**src/logic/lbrg_defs.vh**
```
`ifndef LBRG_DEFS_VH
`define LBRG_DEFS_VH
// Bus state encoding supplied by the bus timing logic
`define LBRG_T_IDLE 3'h0
`define LBRG_T_1 3'h1
`define LBRG_T_2 3'h2
`define LBRG_T_3 3'h3
`define LBRG_T_W 3'h4
`define LBRG_T_4 3'h5
// Queue status codes
`define LBRG_QS_NOP 2'h0
`define LBRG_QS_FIRST 2'h1
`define LBRG_QS_EMPTY 2'h2
`define LBRG_QS_NEXT 2'h3
// Late-start window after an idle-bus request, in clocks
`define LBRG_IDLE_WINDOW 2'h3
// Reset values
`define LBRG_RG_OUT_RST 1'b1
`define LBRG_LOCK_RST 1'b1
`endif

```
**src/logic/lbrg_rg_sampler.v**
```verilog
`timescale 1ns/1ps
`include "lbrg_defs.vh"
// Samples request/grant lines; a floating line reads high by bus hold
module lbrg_rg_sampler #(
  parameter N = 2
) (
  input wire i_sys_clk,
  input wire i_rst_b,
  input wire [N-1:0] i_line,
  input wire [N-1:0] i_line_oe_b,
  output reg [N-1:0] o_low_pulse
);
  reg [N-1:0] held_reg;
  genvar g;
  generate
    for (g = 0; g < N; g = g + 1) begin : g_ch
      // Bus hold keeps last level; reset level is inactive high
      always @(posedge i_sys_clk) begin
        if (!i_rst_b) begin
          held_reg[g] <= 1'b1;
          o_low_pulse[g] <= 1'b0;
        end else begin
          held_reg[g] <= i_line_oe_b[g] ? i_line[g] : 1'b0;
          o_low_pulse[g] <= ~i_line[g] & i_line_oe_b[g];
        end
      end
    end
  endgenerate
endmodule // lbrg_rg_sampler

```
**src/logic/lbrg_qs_stage.v**
```verilog
`timescale 1ns/1ps
`include "lbrg_defs.vh"
// Delays the queue operation code by one clock onto the status pins
module lbrg_qs_stage (
  input wire i_sys_clk,
  input wire i_rst_b,
  input wire [1:0] i_queue_op,
  output reg o_queue_state_msb,
  output reg o_queue_state_lsb
);
  // Always driven, never floated, even during grant
  always @(posedge i_sys_clk) begin
    if (!i_rst_b) begin
      o_queue_state_msb <= 1'b0;
      o_queue_state_lsb <= 1'b0;
    end else begin
      o_queue_state_msb <= i_queue_op[1];
      o_queue_state_lsb <= i_queue_op[0];
    end
  end
endmodule // lbrg_qs_stage

```
**src/logic/lbrg_top.v**
```verilog
`timescale 1ns/1ps
`include "lbrg_defs.vh"
module lbrg_top (
  input wire i_sys_clk,
  input wire i_rst_b,
  input wire i_bus_request_grant_high_prio,
  input wire i_bus_request_grant_low_prio,
  input wire [2:0] i_bus_state,
  input wire i_mem_cycle,
  input wire i_odd_low_byte,
  input wire i_interrupt_ack_cycle,
  input wire i_cycle_pending,
  input wire i_lock_prefix,
  input wire i_instr_done,
  input wire i_bus_mode_select,
  input wire [1:0] i_queue_op,
  output reg o_bus_request_grant_high_prio,
  output reg o_bus_request_grant_high_prio_oe_b,
  output reg o_bus_request_grant_low_prio,
  output reg o_bus_request_grant_low_prio_oe_b,
  output reg o_lock_b,
  output reg o_lock_oe_b,
  output reg o_bus_float,
  output reg o_biu_hold,
  output reg o_resume_t1,
  output wire o_queue_state_msb,
  output wire o_queue_state_lsb
);
  localparam ST_IDLE = 3'h0;
  localparam ST_PEND = 3'h1;
  localparam ST_GRANT = 3'h2;
  localparam ST_HELD = 3'h3;
  localparam ST_GAP = 3'h4;

  wire [1:0] req_pulse;
  reg [2:0] state_reg;
  reg [2:0] state_next;
  reg chan_reg;
  reg chan_next;
  reg timely_reg;
  reg timely_next;
  reg [1:0] win_reg;
  reg [1:0] win_next;
  reg ack_first_reg;
  reg prefix_lock_reg;
  reg ack_lock_reg;
  reg seen_t2_reg;
  reg ack_lock_now;
  reg in_t4_t1;
  reg may_release;
  wire req_any;
  wire req_chan;
  wire in_grant;
  wire chan_pulse;

  // Each line reads back its own drive; only sampled when not driving
  lbrg_rg_sampler #(.N(2)) u_sampler (
    .i_sys_clk(i_sys_clk),
    .i_rst_b(i_rst_b),
    .i_line({i_bus_request_grant_low_prio, i_bus_request_grant_high_prio}),
    .i_line_oe_b({o_bus_request_grant_low_prio_oe_b, o_bus_request_grant_high_prio_oe_b}),
    .o_low_pulse(req_pulse)
  );

  lbrg_qs_stage u_qs (
    .i_sys_clk(i_sys_clk),
    .i_rst_b(i_rst_b),
    .i_queue_op(i_queue_op),
    .o_queue_state_msb(o_queue_state_msb),
    .o_queue_state_lsb(o_queue_state_lsb)
  );

  assign req_any = |req_pulse;
  assign req_chan = req_pulse[0] ? 1'b0 : 1'b1;
  assign chan_pulse = chan_reg ? req_pulse[1] : req_pulse[0];
  assign in_grant = (state_reg == ST_HELD);

  // Release qualifiers evaluated at the grant point
  always @* begin
    in_t4_t1 = (i_bus_state == `LBRG_T_4) || (i_bus_state == `LBRG_T_1) ||
               (i_bus_state == `LBRG_T_IDLE);
    may_release = timely_reg
                  & ~i_odd_low_byte
                  & ~ack_first_reg
                  & ~prefix_lock_reg;
  end

  // Request/grant sequencer: request, grant, release, idle gap
  always @* begin
    state_next = state_reg;
    chan_next = chan_reg;
    timely_next = timely_reg;
    win_next = win_reg;
    case (state_reg)
      ST_IDLE: begin
        if (req_any) begin
          state_next = ST_PEND;
          chan_next = req_chan;
          // Idle bus, or T1, T2 or T4 of any cycle, counts as on time
          timely_next = (i_bus_state == `LBRG_T_IDLE) || (i_bus_state == `LBRG_T_1) ||
                        (i_bus_state == `LBRG_T_2) || (i_bus_state == `LBRG_T_4);
          win_next = (i_bus_state == `LBRG_T_IDLE) ? `LBRG_IDLE_WINDOW : 2'h0;
        end
      end
      ST_PEND: begin
        // A cycle starting inside the idle window keeps the request timely
        if (win_reg != 2'h0) begin
          win_next = win_reg - 2'h1;
        end
        if (in_t4_t1 && may_release) begin
          state_next = ST_GRANT;
        end else if (i_bus_state == `LBRG_T_3 && win_reg == 2'h0) begin
          timely_next = seen_t2_reg ? timely_reg : 1'b0;
        end
      end
      ST_GRANT: begin
        state_next = ST_HELD;
      end
      ST_HELD: begin
        if (chan_pulse) begin
          state_next = ST_GAP;
        end
      end
      ST_GAP: begin
        state_next = ST_IDLE;
      end
      default: begin
        state_next = ST_IDLE;
      end
    endcase
  end

  // Sequencer registers and a T2 marker for the arrival check
  always @(posedge i_sys_clk) begin
    if (!i_rst_b) begin
      state_reg <= ST_IDLE;
      chan_reg <= 1'b0;
      timely_reg <= 1'b0;
      win_reg <= 2'h0;
      seen_t2_reg <= 1'b0;
    end else begin
      state_reg <= state_next;
      chan_reg <= chan_next;
      timely_reg <= timely_next;
      win_reg <= win_next;
      // Request seen before T3 of this cycle
      seen_t2_reg <= (state_reg == ST_IDLE) ? 1'b1 :
                     (i_bus_state == `LBRG_T_4) ? 1'b0 : seen_t2_reg;
    end
  end

  // Grant pulse drive; lines are released otherwise so bus hold keeps them high
  always @(posedge i_sys_clk) begin
    if (!i_rst_b) begin
      o_bus_request_grant_high_prio <= `LBRG_RG_OUT_RST;
      o_bus_request_grant_low_prio <= `LBRG_RG_OUT_RST;
      o_bus_request_grant_high_prio_oe_b <= 1'b1;
      o_bus_request_grant_low_prio_oe_b <= 1'b1;
    end else begin
      o_bus_request_grant_high_prio <= 1'b1;
      o_bus_request_grant_low_prio <= 1'b1;
      o_bus_request_grant_high_prio_oe_b <= 1'b1;
      o_bus_request_grant_low_prio_oe_b <= 1'b1;
      if (state_next == ST_GRANT) begin
        // One clock low pulse back on the winning channel
        if (chan_next) begin
          o_bus_request_grant_low_prio <= 1'b0;
          o_bus_request_grant_low_prio_oe_b <= 1'b0;
        end else begin
          o_bus_request_grant_high_prio <= 1'b0;
          o_bus_request_grant_high_prio_oe_b <= 1'b0;
        end
      end
    end
  end

  // Bus float and BIU hold cover the grant pulse and the held state, not the pending or gap states
  always @(posedge i_sys_clk) begin
    if (!i_rst_b) begin
      o_bus_float <= 1'b0;
      o_biu_hold <= 1'b0;
      o_resume_t1 <= 1'b0;
    end else begin
      o_bus_float <= (state_next == ST_GRANT) || (state_next == ST_HELD);
      o_biu_hold <= (state_next == ST_HELD) || (state_next == ST_GRANT);
      // Reclaim: T4 if a cycle is waiting, else T1
      o_resume_t1 <= (state_reg == ST_HELD) && chan_pulse && !i_cycle_pending;
    end
  end

  // Lock sources: prefix until next instruction ends, and acknowledge pair
  always @(posedge i_sys_clk) begin
    if (!i_rst_b) begin
      prefix_lock_reg <= 1'b0;
      ack_lock_reg <= 1'b0;
      ack_first_reg <= 1'b0;
    end else begin
      if (i_lock_prefix) begin
        prefix_lock_reg <= 1'b1;
      end else if (i_instr_done) begin
        prefix_lock_reg <= 1'b0;
      end
      if (i_interrupt_ack_cycle && i_bus_state == `LBRG_T_2 && !i_bus_mode_select) begin
        ack_lock_reg <= ~ack_first_reg;
        ack_first_reg <= ~ack_first_reg;
      end
    end
  end

  // Acknowledge lock as it becomes in this T2, so the pin follows in the same clock
  always @* begin
    if (i_interrupt_ack_cycle && i_bus_state == `LBRG_T_2 && !i_bus_mode_select) begin
      ack_lock_now = ~ack_first_reg;
    end else begin
      ack_lock_now = ack_lock_reg;
    end
  end

  // Lock pin; floated high while the bus is granted away
  always @(posedge i_sys_clk) begin
    if (!i_rst_b) begin
      o_lock_b <= `LBRG_LOCK_RST;
      o_lock_oe_b <= 1'b0;
    end else if (in_grant || state_next == ST_HELD) begin
      o_lock_b <= 1'b1;
      o_lock_oe_b <= 1'b1;
    end else begin
      o_lock_b <= ~(prefix_lock_reg | i_lock_prefix | ack_lock_now);
      o_lock_oe_b <= 1'b0;
    end
  end
endmodule // lbrg_top

```
**config.mk**
```make
export PLATFORM = sky130hd
export DESIGN_NAME = lbrg_top
export DESIGN_NICKNAME = d
export VERILOG_FILES = /design/src/logic/lbrg_rg_sampler.v /design/src/logic/lbrg_qs_stage.v /design/src/logic/lbrg_top.v
export VERILOG_INCLUDE_DIRS = /design/src /design/src/logic
export SDC_FILE = /design/constraint.sdc
export NUM_CORES = 1
export LEC_CHECK = 0
export ABC_AREA = 1
export BUFFER_PORTS_ARGS = -buffer_cell sky130_fd_sc_hd__buf_2
export CAP_MARGIN = 15
export CORE_MARGIN = 8
export CORE_UTILIZATION = 49
export CTS_CLUSTER_SIZE = 25
export DETAILED_ROUTE_END_ITERATION = 7
export PLACE_DENSITY = 0.87
export SLEW_MARGIN = 0
export SYNTH_ARGS = -nofsm -noshare
export SYNTH_HDL_FRONTEND = slang
export SYNTH_SLANG_ARGS = --single-unit
```
**constraint.sdc**
```tcl
create_clock -name i_sys_clk -period 1.2 [get_ports i_sys_clk]
set_input_delay 0.12 -clock i_sys_clk [delete_from_list [all_inputs] [get_ports i_sys_clk]]
set_output_delay 0.12 -clock i_sys_clk [all_outputs]
set_load 0.05 [all_outputs]
```
# Word-level counts from Yosys, hierarchy flattened
# Cells that the tools add are included.
# word_totals
ff_bits	21
latchBits	0
ramBits	0
romBits	0
in_bits	16
output_inout_bits	11
wordCells	99
memories	0
# op_classes
addsub	1
multipliers	0
n_div	0
n_lt_le_gt_ge	0
eq_ne	14
n_shift	0
n_mux	25
bitwise_logic	14
reduce_logical	27
# ops
op	n
$eq A3 B2 Y1 const B	6
$mux W1	16
$pmux W3 S4	1
$ne A2 B2 Y1 const B	5
$mux W3	3
$reduce_bool A2 Y1	4
$logic_or A1 B1 Y1	7
$not A1 Y1	7
$eq A3 B1 Y1 const B	2
$logic_and A1 B1 Y1	6
$logic_not A3 Y1	2
$mux W2	3
$and A1 B1 Y1	5
$reduce_and A5 Y1	1
$pmux W2 S2	1
$reduce_or A2 Y1	2
$eq A3 B3 Y1 const B	1
$reduce_and A3 Y1	1
$logic_not A1 Y1	2
$logic_not A2 Y1	1
$or A1 B1 Y1	2
$pmux W1 S2	1
$reduce_and A2 Y1	1
$sub A2 B1 Y2 const B	1

# Longest topological paths before layout
# Gate-level depths: netlist of the first run.
# depth
ltp_word	10
mapped_depth	8
ltp_nobuf	8

# Hierarchy
# A second synthesis of the first run with hierarchy kept.
# unflattened
cells_unflattened	124
hier_area_um2	905.9
# modules_own_cells
mod	n_inst	cells_each	area_per_inst_um2	seq_area_each_um2
lbrg_top	1	112	790.8	340.3
lbrg_rg_sampler	1	6	60.1	40.0
lbrg_qs_stage	1	6	55.1	40.0

# Worst setup path after synthesis of the first run
# Ideal clock, no wire load.
# synth_timing
path_kind	register to output
startpoint	reg o_bus_request_grant_high_prio_oe_b
endpoint	out o_bus_request_grant_high_prio_oe_b
t_arrival_ns	0.913
required_time_ns	1.080
path_slack_ns	0.167
stages_incl_launch_ff	2
n_path_buf	1
cell_sequence	dfxtp_1 > buf_4
# synth_rtl
item	line	rtl
start, declared	lbrg_top.v:18	output reg o_bus_request_grant_high_prio_oe_b,
start signal, assigned	lbrg_top.v:157	o_bus_request_grant_high_prio_oe_b <= 1'b1;
start signal, assigned	lbrg_top.v:162	o_bus_request_grant_high_prio_oe_b <= 1'b1;
start signal, assigned	lbrg_top.v:171	o_bus_request_grant_high_prio_oe_b <= 1'b0;
# No word-level cell between the ends.

# Final worst setup path of the first run
# layout_timing
startpoint	reg state_reg[1]
endpoint	reg o_bus_request_grant_high_prio_oe_b
# layout_between
elab_chain_len	4
elab_cells_between_ends	12
classes_between	eq/ne: 4; mux: 6; reduce/logical: 2
# layout_rtl
item	line	rtl
start, declared	lbrg_top.v:36	reg [2:0] state_reg;
start signal, assigned	lbrg_top.v:142	state_reg <= state_next;
$eq A3 B2 Y1, or another cell as far along	lbrg_top.v:94	case (state_reg)
$pmux W3 S4	lbrg_top.v:94	
$eq A3 B2 Y1	lbrg_top.v:164	if (state_next == ST_GRANT) begin
$reduce_and A2 Y1 (no line)	-	
# Parallel ways exist; a longest one is shown, timed or not.
# A chain may end at the register's enable or synchronous reset.

==> results.md, run 1 <==
* CP Buf/Inv Count at 1
* Vias in the first global route at 937
* Multi-input logic area at 428 um2
* CTS HTree Levels at 1
* CTS Sinks at 21
* Area grow syn2layout at 27.7%
* Worst-path fanout max at 3
* Crit path kind: reg2reg
* Pwr per Cell Area at 1200 mW/mm2
* Fin crit share at 94.3%
* Worst clock skew at 9.03 ps
* Pins Over Slew Limit at 0
* Finish-stage setup viols at 0
* Row cnt at 15
* CTS tree: built
* Fin crit period at 1130 ps
* Slew headroom at 74.1%
* Vias post-DR at 910
* Core box area at 0.00175 mm2
* Setup Buffers After CTS at 0
* Root Driver: clkbuf_4
* Most area-consuming cells after synthesis: dfxtp_1, nand2_1, nor2_1, inv_1, nand3_1
* Grt ovf at 0
* Synth Net Count at 147
* Seq pwr share at 54.0%
* #FFs+latches synth at 21
* CTS max path bufs at 2
* Routed WL at 2370 um
* Die Ht at 59.4 um
* Clock Latency Late Sink at 310 ps
* Post-DP HPWL at 1760 um
* Count of different cell masters after synthesis at 22
* Hold Path Class: in2reg
* Outcome: finished clean
* Synthesized area at 925 um2
* Fillers at 140
* Hold Vio Cnt, Final at 0
* Total GRT Usage at 14.4%
* Gate Count Post-Synth at 130
* CP peak stage delay at 360 ps
* Yosys warnings at 0
* Peak supply drop at 992 uV
* Top delay family on crit path: simple AND/OR/NAND/NOR gates
* Combinational fraction of design power at 21.4%
* Initial antenna violation count at 0
* Post-synth top area cell: dfxtp_1
* Starting Density at 53.0%
* Die X at 59.4 um
* Routed Antenna Nets at 0
* Leakage power at 0.585 nW
* RSZ-0062 raised after global routing: yes
* CP required at 1410 ps
* Commonest non-fill, non-tap cells in the layout: nand2_1, buf_2, nor2_1
* Total I/O pin count at 27
* Syn_area_per_cell at 7.11 um2
* Crit-path cells: inv_2 > nand2_1 > nor2_4 > nand3_2 > a21oi_4 > nand3_1
* Worst EP arrival at 1340 ps
* Max-Cap Viols at 0
* Switching Share at 30.9%
* Sequential share of the synthesized area at 45.5%
* Worst-path clk slew at 120 ps
* Post-synth top area share at 45.5%
* Number of diodes at 0
* RePlAce Congestion at 0.915
* 1st-iter DRT viols at 27
* # nets final at 179
* Maximum clock frequency at 884 MHz
* Die area at 0.00353 mm2
* Num CTS Buffers at 3
* CP endpoint kind: flop
* 1st-pass router iterations at 4
* Psw at 0.438 mW
* DR WL/cell at 12.7 um
* Most common cell after layout, fill and taps aside: nand2_1
* Clock share of power at 24.6%
* Max reg flops at 3
* Slowest stage cell, crit path: dfxtp_1
* Drc violations at 0
* Largest net degree at the start of global routing at 13
* Storage element area at 427 um2
* Critical path launch point type: flop
* Int Pwr at 0.979 mW
* Setup TNS at 0 ps
* Hold Worst Slack at 68.3 ps
* Share of layout cells above drive strength 1 at 30.4%
* I/O Buffers at 25
* Global-route wire length before repair at 3880 um
* Slew @ Worst Pin at 388 ps
* Total power at 1.42 mW
* Post-DR vias/cell at 4.89
power by group through the flow:
stage	sequential (mW)	clock, mW	combinational, mW
after CTS	0.763	0.349	0.280
final	0.765	0.349	0.302
after detailed placement	0.779	0	0.263
after floorplan	0.797	0	0.167
after global routing	0.771	0.383	0.345
after global placement	0.775	0	0.247
metal layers:
layer	up-vias	share of wire [%]	wire (um)	track usage [%]
li1	461	-	-	-
met1	425	37	874	14.5
met2	19	57	1350	25.9
met3	5	3.9	93	2.82
met4	0	1.9	45	9.56
met5	-	0	0	0
worst reg2reg max path, cell delays in order (launching register included):
cell and delay [ps]:
dfxtp_1 360, inv_2 70, nand2_1 80, nor2_4 140, nand3_2 130, a21oi_4 170, nand3_1 80
cell usage after synthesis:
cell / n
nor3_1: 1
a211oi_1: 1
buf_2: 2
nor2_2: 2
o21ai_0: 3
ha_1: 1
buf_4: 3
dfxtp_1: 21
o31ai_1: 1
inv_2: 2
nand4_1: 1
o21ai_1: 2
a21oi_1: 5
nand3_2: 1
a21boi_2: 1
nor2_4: 1
nand2_1: 27
nor2_1: 24
nand3_1: 10
nand2_2: 2
a21oi_2: 1
inv_1: 18
path summary, 6_finish.rpt:
check / from / slack [ps] / cells past startpoint / to
setup / recovery: state_reg[1] / 70 / 6 / o_bus_request_grant_high_prio_oe_b
hold / removal: i_lock_prefix / 70 / 3 / prefix_lock_reg
setup reg to reg: state_reg[1] / 70 / 6 / o_bus_request_grant_high_prio_oe_b
hold reg to reg: o_bus_request_grant_low_prio_oe_b / 460 / 2 / u_sampler.o_low_pulse[1]
per-stage QoR:
step	instances	setup WS (ps)	util [%]	area (um2)
6_report	186	68.9	67.7	1180
5_1_grt	186	-5.87	67.7	1180
4_1_cts	186	8.38	65.5	1140
3_5_place_dp	176	29.9	60.5	1060
3_3_place_gp	176	85.8	60.5	1060
2_1_floorplan	130	167	-	925
kinds of logic after synthesis:
group	Yosys count	synth area share, %
AO/OA/AOI/OAI	14	9.20
adder cells (fa/ha/maj)	1	1.35
buffers and inverters	25	11.6
flip-flops	21	45.5
AND/OR/NAND/NOR	69	32.3
what timing repair did:
item                                   CTS  global route
gates resized for setup                  0            13
endpoints found under the hold margin    6             0
setup endpoints to repair                0             7
hold buffers                             6             0
layout make-up:
| cell class | instances | area share (%) |
|---|---|---|
| timing repair buffer | 32 | 16.3 |
| clock buffer | 3 | 1.91 |
| multi-input combinational | 84 | 36.2 |
| tap | 25 | 2.65 |
| sequential | 21 | 36.1 |
| inverter | 20 | 6.36 |
| clock inverter | 1 | 0.424 |
No activity file was read; power rests on OpenSTA's default activity.
==> run 2, diff against run 1 <==
- CORE_UTILIZATION: 49 -> 44
- PLACE_DENSITY: 0.87 -> 0.83
- clock period: 1.2 -> 0.9 ns (I/O delays scaled with it)
==> results.md, run 2 (synthesized netlist as in run 1, its figures left out) <==
* Worst clock skew at 4.47 ps
* Root Driver: clkbuf_4
* Peak supply drop at 933 uV
* Core box area at 0.00198 mm2
* CTS Sinks at 21
* Global-route wire length before repair at 3710 um
* Placed Cells at 185
* Max reg flops at 3
* 1st-iter DRT viols at 50
* Die area at 0.00382 mm2
* 1st-pass router iterations at 4
* Post-Route Utilization at 75.0%
* Slew @ Worst Pin at 494 ps
* Die X at 61.8 um
* Total I/O pin count at 27
* Row cnt at 16
* Die Ht at 61.8 um
* # nets final at 191
* CP peak stage delay at 390 ps
* Commonest non-fill, non-tap cells in the layout: nor2_1, nand2_1, inv_1, buf_2, buf_4
* CTS max path bufs at 2
* Worst-path fanout max at 3
* Routed WL at 2840 um
* Pre-CTS WS at -229 ps
* Routed Antenna Nets at 0
* Outcome: finished with violations
* Area grow syn2layout at 60.8%
* Pwr per Cell Area at 1340 mW/mm2
* Post-route cell area at 0.00149 mm2
* Vias post-DR at 1001
* Crit path kind: reg2reg
* Slew headroom at 67.0%
* Largest net degree at the start of global routing at 13
* Pins Over Slew Limit at 0
* Total GRT Usage at 12.9%
* Placed cell areas at 0.00112 mm2
* I/O Buffers at 25
* Hold Vio Cnt, Final at 0
* Number of diodes at 0
* Fin crit share at 128%
* CP required at 1110 ps
* Slowest stage cell, crit path: dfxtp_1
* CP endpoint kind: flop
* Drc violations at 0
* CTS HTree Levels at 1
* RSZ-0062 raised after global routing: yes
* Finished Layout Cells at 200
* Max-Cap Viols at 0
* CTS tree: built
* R2R setup slack at -250 ps
* Maximum clock frequency at 871 MHz
* Final worst slack at -248 ps
* Worst-path clk slew at 120 ps
* DR WL/cell at 14.2 um
* Num CTS Buffers at 3
* Failing checks: setup timing
* RePlAce Congestion at 0.912
* Post-DR vias/cell at 5.01
* Post-DP HPWL at 1680 um
* Crit-path cells: nand2_1 > nor2_1 > nand3_4 > a21oi_4 > nand3_1
* Hold Path Class: in2reg
* Grt ovf at 0
* Initial antenna violation count at 0
* Critical path launch point type: flop
* Finish-stage setup viols at 18
* Share of layout cells above drive strength 1 at 50.9%
* Vias in the first global route at 897
* Fin crit period at 1150 ps
* Starting Density at 46.7%
* Clock Latency Late Sink at 310 ps
* Setup TNS at -2170 ps
* Worst EP arrival at 1360 ps
* Leakage power at 0.694 nW
-- run 2: cell count changes in the layout (fill, tap and decap cells not counted), sizes merged --
| cell | before | now |
|---|---|---|
| buf | 26 | 38 |
-- run 2: path summary, 6_finish.rpt --
kind | to | cells after the start | from
hold / removal | prefix_lock_reg | 3 | i_lock_prefix
setup / recovery | o_bus_request_grant_low_prio_oe_b | 5 | timely_reg
hold reg to reg | ack_first_reg | 2 | ack_first_reg
setup reg to reg | o_bus_request_grant_low_prio_oe_b | 5 | timely_reg
-- run 2: critical path, delay by kind of cell (launching register included) --
family / cells / cell delay (ps)
DFF: 1 / 390
AOI/OAI and AO/OA: 1 / 150
and+or+nand+nor: 4 / 500
-- run 2: per-layer routing --
| layer | track usage [%] | wire (um) | up-vias |
|---|---|---|---|
| met2 | 20.8 | 1450 | 41 |
| met1 | 15.0 | 1120 | 465 |
| met3 | 3.50 | 191 | 10 |
| met5 | 0 | 0 | - |
| met4 | 7.47 | 76 | 0 |
| li1 | - | - | 485 |
-- run 2: power by group --
| part | switching [mW] | internal (mW) |
|---|---|---|
| Clock | 0.290 | 0.166 |
| Combinational | 0.296 | 0.227 |
| Sequential | 0.0452 | 0.974 |
-- run 2: area by class of cell --
cell class | count | area (um2)
Sequential cell | 21 | 454
Multi-Input combinational cell | 84 | 497
Inverter | 20 | 77.6
Tap cell | 27 | 33.8
Clock buffer | 3 | 22.5
Timing Repair Buffer | 44 | 397
Fill cell | 123 | 495
Clock inverter | 1 | 5.00
-- run 2: metrics by stage --
stage / hold WS, ps / power, mW
after global routing: 23.2 / 2.10
after CTS: 29.0 / 1.91
after floorplan: 162 / 1.29
after global placement: 246 / 1.39
final: 35.6 / 2.00
after detailed placement: 252 / 1.41
-- run 2: what timing repair did --
item                                    in CTS  in global routing
hold buffers                                 6                  0
setup buffers                                0                  5
endpoints found under the setup margin      23                 26
endpoints found under the hold margin        6                  0
gates resized for setup                     45                 34
pin swaps                                    2                  4
